===== config.mk =====
export PLATFORM = sky130hd
export DESIGN_NAME = fir_filter
export DESIGN_NICKNAME = d
export VERILOG_FILES = /design/src/design/fir_pkg.sv /design/src/design/fir_skid.sv /design/src/design/fir_filter.sv
export SDC_FILE = /design/constraint.sdc
export NUM_CORES = 1
export LEC_CHECK = 0
export BUFFER_PORTS_ARGS = -buffer_cell sky130_fd_sc_hd__buf_2
export CORE_ASPECT_RATIO = 0.7
export CORE_MARGIN = 2
export CORE_UTILIZATION = 49
export DETAILED_ROUTE_END_ITERATION = 8
export GPL_TIMING_DRIVEN = 0
export RECOVER_POWER = 100
export SKIP_CTS_REPAIR_TIMING = 1
export SLEW_MARGIN = 5
export SYNTH_ARGS = -nofsm -noshare
export SYNTH_HDL_FRONTEND = slang
export SYNTH_SLANG_ARGS = --single-unit

===== constraint.sdc =====
create_clock -name clk_i -period 17.8 [get_ports clk_i]
set_input_delay 1.78 -clock clk_i [delete_from_list [all_inputs] [get_ports clk_i]]
set_output_delay 1.78 -clock clk_i [all_outputs]
set_load 0.01 [all_outputs]

===== src/design/fir_pkg.sv =====
/*
 * constants and types shared by the streaming fir filter, its converter model and its bench.
 * assumes a single clock domain and a synchronous, active-high reset.
 */
package fir_pkg;

   // -----------------------------------------------------------------
   // widths and counts
   // -----------------------------------------------------------------
   localparam int unsigned TAPS       = 24;
   localparam int unsigned HALF_TAPS  = 12;
   localparam int unsigned TAP_W      = 5;
   localparam int unsigned SAMPLE_W   = 12;
   localparam int unsigned COEF_W     = 16;
   localparam int unsigned FRAC_BITS  = 16;
   localparam int unsigned PROD_W     = 29;
   localparam int unsigned ACC_W      = 64;
   localparam int unsigned WORD_W     = 32;
   localparam int unsigned OUT_W      = 12;
   localparam int unsigned CYC_PER_TAP = 3;

   // -----------------------------------------------------------------
   // reset values
   // -----------------------------------------------------------------
   localparam logic [TAP_W-1:0]    TAP_RST = 5'h00;
   localparam logic [ACC_W-1:0]    ACC_RST = 64'h0000_0000_0000_0000;
   localparam logic [SAMPLE_W-1:0] SMP_RST = 12'h000;
   localparam logic [WORD_W-1:0]   WRD_RST = 32'h0000_0000;

   // -----------------------------------------------------------------
   // sequencer states
   // -----------------------------------------------------------------
   typedef enum logic [2:0] {
      ST_IDLE        = 3'b000,
      ST_LOAD_COEF   = 3'b001,
      ST_LOAD_SAMPLE = 3'b010,
      ST_WAIT        = 3'b011,
      ST_DELIVER     = 3'b100
   } fir_state_t;

   // -----------------------------------------------------------------
   // tap weights, q16; second half mirrors the first
   // -----------------------------------------------------------------
   function automatic logic signed [COEF_W-1:0] tap_weights(input logic [TAP_W-1:0] idx);
      logic [TAP_W-1:0] h;
      h = (idx < TAP_W'(HALF_TAPS)) ? idx : TAP_W'(TAPS - 1) - idx;
      case (h)
         5'h00:   tap_weights = -16'sd62;
         5'h01:   tap_weights = -16'sd153;
         5'h02:   tap_weights = -16'sd56;
         5'h03:   tap_weights = 16'sd434;
         5'h04:   tap_weights = 16'sd969;
         5'h05:   tap_weights = 16'sd571;
         5'h06:   tap_weights = -16'sd1291;
         5'h07:   tap_weights = -16'sd3237;
         5'h08:   tap_weights = -16'sd2173;
         5'h09:   tap_weights = 16'sd3989;
         5'h0A:   tap_weights = 16'sd13381;
         default: tap_weights = 16'sd20518;
      endcase
   endfunction : tap_weights

endpackage : fir_pkg


===== src/design/fir_skid.sv =====
/*
 * two-entry buffer between the filter and the output converter.
 * assumes the consumer may hold ready low for any time; no word is lost.
 */
module fir_skid #(
   parameter int unsigned W = 12
) (
   // clock and reset
   input  wire logic         clk_i,
   input  wire logic         srst_i,
   // filling side
   input  wire logic         in_valid_i,
   input  wire logic [W-1:0] in_data_i,
   output logic              in_ready_o,
   // draining side
   output logic              out_valid_o,
   output logic [W-1:0]      out_data_o,
   input  wire logic         out_ready_i
);

   logic         tail_v;
   logic [W-1:0] tail_d;
   wire          push = in_valid_i & in_ready_o;
   wire          move = ~out_valid_o | out_ready_i;

   // full when the second entry is occupied; stalls the filter
   assign in_ready_o = ~tail_v;

   always_ff @(posedge clk_i) begin
      if (srst_i) begin
         out_valid_o <= 1'b0;
         out_data_o  <= '0;
         tail_v      <= 1'b0;
         tail_d      <= '0;
      end else begin
         if (move) begin
            out_valid_o <= tail_v | push;
            out_data_o  <= tail_v ? tail_d : in_data_i;
            tail_v      <= 1'b0;
         end else if (push) begin
            tail_v <= 1'b1;
            tail_d <= in_data_i;
         end
      end
   end

endmodule : fir_skid


===== src/design/fir_filter.sv =====
/*
 * 24-tap streaming fir filter with a sequential multiply-accumulate engine.
 * assumes sample_ready_event_i is a one-cycle pulse with sample_i valid in
 * the same cycle, and that the output converter takes words by valid/ready.
 */
module fir_filter (
   // clock and reset
   input  wire logic                          clk_i,
   input  wire logic                          srst_i,
   // sample source
   input  wire logic                          sample_ready_event_i,
   input  wire logic [fir_pkg::SAMPLE_W-1:0]  sample_i,
   // output converter
   output logic                               out_valid_o,
   output logic [fir_pkg::OUT_W-1:0]          out_data_o,
   input  wire logic                          out_ready_i,
   // status
   output logic                               done_o,
   output logic                               busy_o,
   output logic                               overrun_o,
   output logic [fir_pkg::WORD_W-1:0]         result_high_word_o
);

   // ----------------------------------------------------------------
   // state
   // ----------------------------------------------------------------
   fir_pkg::fir_state_t                        state;
   fir_pkg::fir_state_t                        next_state;
   logic                                       pending;
   logic [fir_pkg::SAMPLE_W-1:0]               held_sample;
   logic [fir_pkg::SAMPLE_W-1:0]               sample_history [0:fir_pkg::TAPS-1];
   logic [fir_pkg::TAP_W-1:0]                  tap;
   logic signed [fir_pkg::COEF_W-1:0]          coef_op;
   logic signed [fir_pkg::PROD_W-1:0]          product;
   logic signed [fir_pkg::ACC_W-1:0]           acc;
   logic                                       buf_ready;

   // ----------------------------------------------------------------
   // decoding
   // ----------------------------------------------------------------
   wire start     = (state == fir_pkg::ST_IDLE) & pending;
   wire last_tap  = (tap == fir_pkg::TAP_W'(fir_pkg::TAPS - 1));
   wire deliver   = (state == fir_pkg::ST_DELIVER) & buf_ready;
   wire signed [fir_pkg::ACC_W-1:0]  acc_q16 = acc >>> fir_pkg::FRAC_BITS;
   wire [fir_pkg::WORD_W-1:0]        result_low_word  = acc_q16[fir_pkg::WORD_W-1:0];
   wire [fir_pkg::WORD_W-1:0]        result_high_word = acc_q16[fir_pkg::ACC_W-1:fir_pkg::WORD_W];
   // only the low word is used; values must fit, no saturation is applied
   wire [fir_pkg::OUT_W-1:0]         result_out = result_low_word[fir_pkg::OUT_W-1:0];
   wire signed [fir_pkg::SAMPLE_W:0] sample_op = {1'b0, sample_history[tap]};
   wire signed [fir_pkg::PROD_W-1:0] mul_res = fir_pkg::PROD_W'(sample_op * coef_op);
   wire signed [fir_pkg::ACC_W-1:0]  prod_ext = fir_pkg::ACC_W'(product);

   // ----------------------------------------------------------------
   // sequencer
   // ----------------------------------------------------------------
   always_comb begin
      next_state = state;
      case (state)
         fir_pkg::ST_IDLE:        if (pending) next_state = fir_pkg::ST_LOAD_COEF;
         fir_pkg::ST_LOAD_COEF:   next_state = fir_pkg::ST_LOAD_SAMPLE;
         fir_pkg::ST_LOAD_SAMPLE: next_state = fir_pkg::ST_WAIT;
         fir_pkg::ST_WAIT:        next_state = last_tap ? fir_pkg::ST_DELIVER : fir_pkg::ST_LOAD_COEF;
         fir_pkg::ST_DELIVER:     if (buf_ready) next_state = fir_pkg::ST_IDLE;
         default:                 next_state = fir_pkg::ST_IDLE;
      endcase
   end

   always_ff @(posedge clk_i) begin
      if (srst_i) begin
         state <= fir_pkg::ST_IDLE;
      end else begin
         state <= next_state;
      end
   end

   // ----------------------------------------------------------------
   // sample capture; an event during a run waits, a newer one overwrites
   // ----------------------------------------------------------------
   always_ff @(posedge clk_i) begin
      if (srst_i) begin
         pending     <= 1'b0;
         held_sample <= fir_pkg::SMP_RST;
         overrun_o   <= 1'b0;
      end else begin
         pending   <= sample_ready_event_i | (pending & ~start);
         overrun_o <= sample_ready_event_i & pending & ~start;
         if (sample_ready_event_i) begin
            held_sample <= sample_i;
         end
      end
   end

   // ----------------------------------------------------------------
   // history shift line
   // ----------------------------------------------------------------
   // head and body split at elaboration, so no entry ever names index -1
   generate
      for (genvar i = 0; i < fir_pkg::TAPS; i++) begin : g_hist
         if (i == 0) begin : g_head
            always_ff @(posedge clk_i) begin
               if (srst_i) begin
                  sample_history[i] <= fir_pkg::SMP_RST;
               end else if (start) begin
                  sample_history[i] <= held_sample;
               end
            end
         end else begin : g_body
            always_ff @(posedge clk_i) begin
               if (srst_i) begin
                  sample_history[i] <= fir_pkg::SMP_RST;
               end else if (start) begin
                  sample_history[i] <= sample_history[i-1];
               end
            end
         end
      end
   endgenerate

   // ----------------------------------------------------------------
   // multiply-accumulate engine
   // ----------------------------------------------------------------
   always_ff @(posedge clk_i) begin
      if (srst_i) begin
         tap     <= fir_pkg::TAP_RST;
         coef_op <= '0;
         product <= '0;
         acc     <= fir_pkg::ACC_RST;
      end else begin
         if (start) begin
            tap <= fir_pkg::TAP_RST;
         end else if (state == fir_pkg::ST_WAIT && !last_tap) begin
            tap <= tap + 5'h01;
         end
         if (state == fir_pkg::ST_LOAD_COEF) begin
            coef_op <= fir_pkg::tap_weights(tap);
         end
         if (state == fir_pkg::ST_LOAD_SAMPLE) begin
            product <= mul_res;
         end
         if (deliver) begin
            acc <= fir_pkg::ACC_RST;
         end else if (state == fir_pkg::ST_WAIT) begin
            acc <= acc + prod_ext;
         end
      end
   end

   // ----------------------------------------------------------------
   // status outputs
   // ----------------------------------------------------------------
   always_ff @(posedge clk_i) begin
      if (srst_i) begin
         done_o             <= 1'b0;
         busy_o             <= 1'b0;
         result_high_word_o <= fir_pkg::WRD_RST;
      end else begin
         done_o <= deliver;
         busy_o <= (next_state != fir_pkg::ST_IDLE);
         if (deliver) begin
            result_high_word_o <= result_high_word;
         end
      end
   end

   // ----------------------------------------------------------------
   // output buffer; full buffer holds the sequencer in deliver
   // ----------------------------------------------------------------
   fir_skid #(
      .W (fir_pkg::OUT_W)
   ) u_skid (
      .clk_i       (clk_i),
      .srst_i      (srst_i),
      .in_valid_i  (state == fir_pkg::ST_DELIVER),
      .in_data_i   (result_out),
      .in_ready_o  (buf_ready),
      .out_valid_o (out_valid_o),
      .out_data_o  (out_data_o),
      .out_ready_i (out_ready_i)
   );
endmodule : fir_filter


; ---- Yosys cells after proc, flatten, opt, wreduce, memory -nomap -nowiden
; Memories as Yosys holds them, arrays and structs flattened. A register that Yosys moved wholly into a read port is not among the register bits.
; Index checks and enable logic that the tools add are counted.
[classes]
shifts = 0
n_lt_le_gt_ge = 1
addsub = 3
mux = 38
reduce_logical = 8
bitwise = 36
eq_ne = 5
n_div = 0
mul = 1
[ops]
columns = op, n
row1 = 12-bit two-way mux, 25
row2 = 64-bit by 29-bit adder with 64-bit output, 1
row3 = 13-bit by 16-bit multiplier with 29-bit output, 1
row4 = 1-bit OR, 27
row5 = 16-bit two-way mux, 1
row6 = 5-bit two-way mux, 3
row7 = 3-bit one-hot mux with 5 select lines, 1
row8 = 3-bit two-way mux, 3
row9 = 3-bit by 2-bit equality test with 1-bit output (second input constant), 2
row10 = 2-bit OR reduction, 3
row11 = 5-bit by 1-bit adder with 5-bit output (second input constant), 1
row12 = 1-bit AND, 5
row13 = 5-bit equality test (second input constant), 1
row14 = 5-bit by 4-bit less-than comparator with 1-bit output (second input constant), 1
row15 = 1-bit two-way mux, 5
row16 = 5-bit subtractor (first input constant), 1
row17 = 1-bit NOT, 4
row18 = 3-bit by 1-bit equality test with 1-bit output (second input constant), 1
row19 = 3-bit equality test (second input constant), 1
row20 = 3-bit logical NOT, 1
row21 = 3-bit nonzero test, 1
row22 = 2-bit AND reduction, 1
row23 = 1-bit logical AND, 1
row24 = 1-bit logical NOT, 1
[word_totals]
latchBits = 0
mem_bits_rw = 288
n_memories = 2
wordCells = 109
reg_bits = 175
rom_bits = 256
[memory_table]
columns = memory, words, width, read_ports, rd_clocked_by_memory_dff, write_ports, line
row1 = sample_history, 24, 12, 24, 1, 24, fir_filter.sv:31  ; logic [fir_pkg::SAMPLE_W-1:0] sample_history [0:fir_pkg::TAPS-1];
row2 = (name not given), 16, 16, 1, 0, 0, fir_pkg.sv:47  ; case (h)

; ---- Longest topological paths before layout
; Gate-level depths: netlist of the first run.
[logic_depth]
depth_word = 6
mapped_depth = 30
mapped_depth_nobuf = 26

; ---- Modules after synthesis
; A second synthesis of the first run with hierarchy kept.
[unflattened]
hier_cells = 2928
area_unflattened_um2 = 30765.8
[modules_own_cells]
columns = mod, area_each_um2, seq_area_each_um2, cells_per_inst, n_inst
row1 = fir_filter, 29559.6, 11731.3, 2814, 1
row2 = fir_skid, 1206.2, 520.5, 114, 1

; ---- Worst setup path before layout of the first run
; No wires, ideal clock.
[synth_timing]
path_type = reg2reg
from = reg state[1]
to = reg with a tool-made name
path_stages_with_launch = 6
setup_time_ns = 0.766
t_required_ns = 17.034
n_path_buf = 1
setup_slack_ns = 2.344
arrival_ns = 14.690
path_cell_list = dfxtp_1 clkbuf_1 nor2_1 nand2_1 o21bai_1 nor3_1
[synth_lines]
columns = item, line
row1 = "start, declared", fir_filter.sv:27  ; fir_pkg::fir_state_t state;
row2 = "start signal, assigned", fir_filter.sv:70  ; state <= fir_pkg::ST_IDLE;
row3 = "start signal, assigned", fir_filter.sv:72  ; state <= next_state;

==> results of run 1 <==
synthesized netlist by cell type, types with 4 or more instances:
| library cell | number |
|---|---|
| mux2i_1 | 42 |
| mux4_2 | 84 |
| edfxtp_1 | 288 |
| nand4_1 | 26 |
| buf_1 | 9 |
| or3_1 | 14 |
| and3_1 | 4 |
| a21oi_1 | 225 |
| nand2b_1 | 20 |
| nor3_1 | 24 |
| fa_1 | 179 |
| a31oi_1 | 13 |
| o211ai_1 | 14 |
| a211oi_1 | 29 |
| a21boi_0 | 4 |
| a21o_1 | 39 |
| o21ai_1 | 8 |
| a311o_1 | 5 |
| dfxtp_1 | 180 |
| nor2b_1 | 82 |
| nand3_1 | 24 |
| nand2_1 | 343 |
| xor2_1 | 27 |
| o31ai_1 | 4 |
| nand3b_1 | 4 |
| buf_4 | 21 |
| xnor2_1 | 59 |
| o21bai_1 | 22 |
| inv_1 | 271 |
| clkbuf_1 | 120 |
| o21ai_0 | 67 |
| o21a_1 | 7 |
| nor2_1 | 133 |
| and2_1 | 315 |
| buf_2 | 19 |
| ha_1 | 136 |
critical path, stage by stage, from the launching register on:
cell and delay, ns:
dfxtp_1 0.31, clkbuf_1 0.43, clkbuf_1 0.62, clkbuf_1 0.64
clkbuf_1 0.57, mux4_2 0.36, mux2i_1 0.08, a21oi_1 0.93
clkbuf_1 0.52, nand2_1 0.16, fa_1 0.55, fa_1 0.52
inv_1 0.06, fa_1 0.58, fa_1 0.46, fa_1 0.51
ha_1 0.38, a21o_1 0.24, or3_1 0.31, o21ai_0 0.30
a21oi_1 0.22, a311o_1 0.39, a21oi_1 0.22, o21ai_0 0.15
xnor2_1 0.17, a22o_1 0.20
state kept, by name, summed over array words and instances, names as in the netlist, named ones only:
| register | count |
|---|---|
| state | 3 |
| u_skid.tail_v | 1 |
| acc | 64 |
| held_sample | 12 |
| u_skid.tail_d | 12 |
| u_skid.out_valid_o | 1 |
| product | 29 |
| coef_op | 16 |
| result_high_word_o | 16 |
| overrun_o | 1 |
| done_o | 1 |
| sample_history | 288 |
| tap | 5 |
| pending | 1 |
| u_skid.out_data_o | 12 |
| busy_o | 1 |
worst min path at each step:
| stage | from | end | slack [ns] |
|---|---|---|---|
| finish | result_high_word_o[4] | result_high_word_o[4] | 0.46 |
| global route | u_skid.tail_d[4] | u_skid.tail_d[4] | 0.47 |
| CTS | result_high_word_o[0] | result_high_word_o[0] | 0.45 |
| detailed placement | result_high_word_o[0] | result_high_word_o[0] | 0.45 |
| global placement | u_skid.tail_d[11] | u_skid.tail_d[11] | 0.44 |
| floorplan | acc[34] | acc[34] | 0.43 |
cell families after synthesis:
| logic type | after synthesis | share of synthesized area |
|---|---|---|
| xor gates and xnor gates | 86 | 0.02488 |
| and+or+nand+nor | 1009 | 0.1690 |
| buffers and inverters | 440 | 0.05793 |
| muxes | 128 | 0.07711 |
| adders and majority gates | 315 | 0.1745 |
| DFF | 468 | 0.4046 |
| AOI/OAI and AO/OA | 465 | 0.09194 |
cell type report:
type,instances,area (um2),share of cell area
multi-input combinational,2003,16250,0.4889
buffer,169,728.2,0.02191
clock inverter,22,274.0,0.008243
timing repair buffer,75,317.8,0.009560
sequential,468,12250,0.3686
tap,819,1025,0.03083
clock buffer,67,1375,0.04137
inverter,271,1017,0.03060
per-stage QoR:
step	total power (W)	setup TNS [ns]	setup slack, ns	util
floorplan	0.001635	0	2.344	-
global placement	0.001790	-913.70	-4.639	0.5154
detailed placement	0.001770	0	8.574	0.5200
CTS	0.002835	0	8.494	0.5469
global route	0.002935	0	7.196	0.5420
finish	0.002805	0	7.728	0.5420
routing by layer:
metal | wire [um] | part of all wire | global-route usage | vias up
met5 | 0 | 0 | 0 | -
met4 | 1180 | 0.015 | 0.05250 | 0
met3 | 5530 | 0.071 | 0.03546 | 75
met2 | 31520 | 0.41 | 0.3518 | 699
met1 | 39520 | 0.51 | 0.4071 | 10901
li1 | - | - | - | 10119
power groups by stage:
stage / Combinational, W / Sequential (W) / Clock (W)
after detailed placement: 0.000487 / 0.00128 / 0
after global routing: 0.000541 / 0.00127 / 0.00112
final: 0.000480 / 0.00127 / 0.00106
after floorplan: 0.000342 / 0.00129 / 0
after global placement: 0.000465 / 0.00133 / 0
after CTS: 0.000493 / 0.00126 / 0.00108
==> results.md, run 1 <==
* Status: complete, but fails checks
* Failing checks: capacitance limit, slew limit
* Max cap viols at 7
* Num ports at 64
* Die width at 301.1 um
* Post-synth EDFFs at approximately 290
* First-pass GRT wire length at 124.0 mm
* LEAKAGE at 13.29 nW
* Unique masters post-synth at 63
* Site Rows at 76
* Post-layout instance area at ~33,000 um2
* YS warnings at 0
* Post-layout instance count excluding filler cells at 3,894
* Max-slew violations at 231
* Total track usage at 0.2507
* Cells on worst reg2reg path at 25
* CTS tree: yes
* WL/cell at 19.97 um
* Share of the synthesized area in the top cell type at 0.2856
* Die area at between 60,000 and 70,000 um2
* Crit Path Category: flop to flop
* CTS Sinks at ~470
* Worst Path Arrival at 10.56 ns
* Commonest non-fill, non-tap cell in the layout: nand2_1
* Syn Inst Count at 2,911
* Detailed placer's ending HPWL at around 60 mm
* Setup crit end: product[28]
* Drt pass-1 iters at 5
* Final hold vios at 0
* Internal Pwr Total at between 0.002 and 0.0025 W
* #FFs+latches synth at 468
* Yosys top cell by area: edfxtp_1
* Via count at 21,794
* TritonCTS buffer count at 49
* Register area share after synthesis at 0.4046
* CTS root buf: clkbuf_16
* CP max FO at 10
* Vias in the first global route at approximately 22,000
* Clock transition at path regs at 0.06 ns
* DRT Wirelength at 77.75 mm
* Routability congestion estimate at 0.9509
* P per Cell Area at 84.38 nW/um2
* Iteration-0 DRC Markers at 1,961
* Min-delay worst type: flop to flop
* Largest net degree at the start of global routing at 39
* Area Growth Syn to Fin at 9.785%
* Flop-to-flop setup slack at 7.73 ns
* Crit path time final at 10.07 ns
* DRC at 0
* Port bufs at 62
* Tcrit/Tclk final at 0.5659
* Sw frac at 0.2849
* Switching power at 0.0007991 W
* Primary FF master, synth: edfxtp_1
* Worst-margin pin slew at approximately 2.2 ns
* Clock buffer depth at 3
* WHS Path Cells at 2
* Asr flop ratio synth at 0
* Worst-skew pair later-pin latency at 0.64 ns
* Total grt overflow at 0
* Filler cells at 5,458
* Fmax at slightly below 100 MHz
* Layout Nets at ~3,400
* Synthesized net count at 3,242
* ANT cells at 0
* Vert. Die Dim at approximately 210 um
* Synth Area per Inst at 10.40 um2
* Synth top area cells: edfxtp_1, dfxtp_1, fa_1
* Most frequent cells in the layout: nand2_1, edfxtp_1, inv_1, a21oi_1, clkbuf_1
* Htree depth at 2
* Antenna Violating Nets Remaining at 0
* IR Drop Worst-Case VDD at 76.35 uV
* Reg-to-reg endpoint: product[28]
* Crit end category: flop
* Power share of the sequential group at 0.451
* Combinational power share at 0.171
* Placed cell area at around 32,000 um2
* Ratio of cells with drive above 1 in the final layout at 0.07577
* Mapped Area at 30,280 um2
* Placed Instances at 3,805
* Initial antenna violation count at 0
* Hold slack at 0.4552 ns
* Final Skew at about 0.054 ns
* Startpoint class of the critical path: flop
* RSZ-0062 raised after global routing: no
* WP data required at between 15 and 20 ns
* Max-slew headroom at -0.4838
* Core Area at slightly above 60,000 um2
* Setup-failing EPs final at 0
* Starting Density at 0.4937
* Vias per cell at 5.597
* Clock network power share at 0.377
No activity file was read; power rests on OpenSTA's default activity.
==> run 2, diff against run 1 <==
==> constraint.sdc (replaced) <==
create_clock -name clk_i -period 9.3 [get_ports clk_i]
set_input_delay 0.93 -clock clk_i [delete_from_list [all_inputs] [get_ports clk_i]]
set_output_delay 0.93 -clock clk_i [all_outputs]
set_load 0.01 [all_outputs]
==> results.md, run 2 (same netlist as run 1, synthesis figures left out) <==
* CP max stage delay at 0.60 ns (was 0.93 ns)
* Final worst slack at 0.4355 ns (was 7.728 ns)
* Setup-failing EPs final at 0 (unchanged)
* Die area at 63,830 um2 (unchanged)
* Fin util at 0.5430 (was 0.5420)
* Worst Path Arrival at 9.34 ns (was 10.56 ns)
* Max-slew violations at 94 (was 231)
* Initial antenna violation count at 1 (was 0)
* WP data required at 9.77 ns (was 18.28 ns)
* Detailed placer's ending HPWL at 59.52 mm (was 59.73 mm)
* Max-slew headroom at -0.7890 (was -0.4838)
* Most flops, register: sample_history (unchanged)
* CP delay by family, top: adder cells (unchanged)
* CTS Sinks at 468 (unchanged)
* Core Area at 61,330 um2 (unchanged)
* CP max FO at 10 (unchanged)
* Ratio of cells with drive above 1 in the final layout at 0.07965 (was 0.07577)
* Failing checks: capacitance limit, slew limit (unchanged)
* Vias per cell at 5.568 (was 5.597)
* P per Cell Area at 160.7 nW/um2 (was 84.38 nW/um2)
* DRT Wirelength at 77.13 mm (was 77.75 mm)
* Power after layout at 0.005351 W (was 0.002805 W)
* Crit Path Category: flop to flop (unchanged)
* Most frequent cells in the layout: nand2_1, edfxtp_1, inv_1, a21oi_1 (was nand2_1, edfxtp_1, inv_1, a21oi_1, clkbuf_1)
* Crit path time final at 8.864 ns (was 10.07 ns)
* LEAKAGE at 13.34 nW (was 13.29 nW)
* Port bufs at 62 (unchanged)
* DRC at 0 (unchanged)
* Routability congestion estimate at 0.9564 (was 0.9509)
* Clock buffer depth at 3 (unchanged)
* Pre-CTS setup slack at 0.1050 ns (was 8.574 ns)
* Max cap viols at 3 (was 7)
* Worst-margin pin slew at 2.678 ns (was 2.226 ns)
* Reg-to-reg endpoint: product[27] (was product[28])
* RSZ-0062 raised after global routing: no (unchanged)
* Total grt overflow at 0 (unchanged)
* CTS root buf: clkbuf_16 (unchanged)
* Area Growth Syn to Fin at 9.988% (was 9.785%)
* TritonCTS buffer count at 50 (was 49)
* IR Drop Worst-Case VDD at 117.2 uV (was 76.35 uV)
* Tcrit/Tclk final at 0.9532 (was 0.5659)
* Clock transition at path regs at 0.06 ns (about the same)
* Num ports at 64 (unchanged)
* Status: complete, but fails checks (unchanged)
* Largest register FFs at 288 (unchanged)
* WL/cell at 19.80 um (was 19.97 um)
* Final Skew at 0.06143 ns (was 0.05427 ns)
* Via count at 21,691 (was 21,794)
* Vert. Die Dim at 212.0 um (unchanged)
* Setup crit end: product[27] (was product[28])
* Worst Path Buf+Inv at 7 (was 6)
* Die width at 301.1 um (unchanged)
* Total track usage at 0.2474 (was 0.2507)
* Antenna Violating Nets Remaining at 0 (unchanged)
* Critical path depth in cells at 27 (was 25)
* Final hold vios at 0 (unchanged)
* Largest regs: sample_history: 288 flops, acc: 64 flops, product: 29 flops (unchanged)
* Startpoint class of the critical path: flop (unchanged)
* Crit end category: flop (unchanged)
* Filler cells at 5,454 (was 5,458)
* Worst-skew pair later-pin latency at 0.64 ns (about the same)
* Most common cell type on the critical path: fa_1
* First-pass GRT wire length at 122.3 mm (was 124.0 mm)
* Cells on worst reg2reg path at 27 (was 25)
* Min-delay worst type: flop to flop (unchanged)
* Fmax at 112.8 MHz (was 99.28 MHz)
* Site Rows at 76 (unchanged)
* Slowest cell on crit path: clkbuf_1 (was a21oi_1)
* Largest net degree at the start of global routing at 39 (unchanged)
* Vias in the first global route at 21,725 (was 21,732)
* Iteration-0 DRC Markers at 1,839 (was 1,961)
* Commonest non-fill, non-tap cell in the layout: nand2_1 (unchanged)
* Drt pass-1 iters at 7 (was 5)
* Layout Nets at 3,368 (unchanged)
* Starting Density at 0.4937 (unchanged)
* Flop-to-flop setup slack at 0.44 ns (was 7.73 ns)
* Htree depth at 2 (unchanged)
* CTS tree: yes (unchanged)
* Placed cell area at 31,870 um2 (was 31,890 um2)
* Post-layout instance area at 33,300 um2 (was 33,240 um2)
-- run 2: changes by cell type in the layout (fill, tap and decap cells not counted), moves of 3 or more --
cell	change
a21oi_1	-3
o21ai_0	-3
and2_1	+8
and2_0	-8
o21ai_1	+3
clkbuf_1	-7
a21oi_2	+3
buf_2	+3
-- run 2: metal layers --
layer	vias up	global-route usage	wire [um]
met5	-	0	0
met4	0	0.05353	1319
met3	92	0.05416	6826
met2	733	0.3428	30540
met1	10727	0.3923	38450
li1	10139	-	-
-- run 2: how the worst min path moves through the flow --
stage / start / to / slack, ns / cells after the start
after floorplan: acc[34] / acc[34] / 0.43 / 2
after global placement: u_skid.tail_d[11] / u_skid.tail_d[11] / 0.44 / 2
after detailed placement: result_high_word_o[4] / result_high_word_o[4] / 0.45 / 2
after CTS: result_high_word_o[4] / result_high_word_o[4] / 0.45 / 2
after global routing: acc[46] / acc[46] / 0.47 / 2
final: result_high_word_o[4] / result_high_word_o[4] / 0.45 / 2
-- run 2: final cells by class --
type,count,area (um2),area share
sequential,468,12250,0.3679
inverter,271,1017,0.03054
buffer,169,742.0,0.02228
multi-input combinational,2003,16260,0.4884
clock buffer,74,1444,0.04336
timing repair buffer,74,346.6,0.01041
clock inverter,17,209.0,0.006274
antenna,1,2.502,0.00007514
tap,819,1025,0.03077
-- run 2: power by group --
part,total (W),internal [W],switching (W)
combinational,0.000920,0.000341,0.000579
clock,0.00201,0.00114,0.000868
sequential,0.00242,0.00234,0.0000794
total,0.00535,0.00382,0.00153
-- run 2: worst reg2reg max path, delay by kind of cell, from the launching register on --
kind            cells  cell delay, ns
fa+ha+maj           6            2.80
compound gates      9            2.46
mux                 2            0.97
xor+xnor            1            0.19
buf+inv             7            1.52
simple gates        2            0.45
flops               1            0.30
-- run 2: stage by stage --
| stage | setup TNS (ns) | hold WS, ns | std cells |
|---|---|---|---|
| 4_1_cts | -0.02255 | 0.4539 | 3895 |
| 2_1_floorplan | 0 | 0.4291 | 2911 |
| 3_5_place_dp | 0 | 0.4460 | 3804 |
| 5_1_grt | 0 | 0.4687 | 3895 |
| 3_3_place_gp | -866.00 | 0.4426 | 3792 |
| 6_report | 0 | 0.4547 | 3896 |
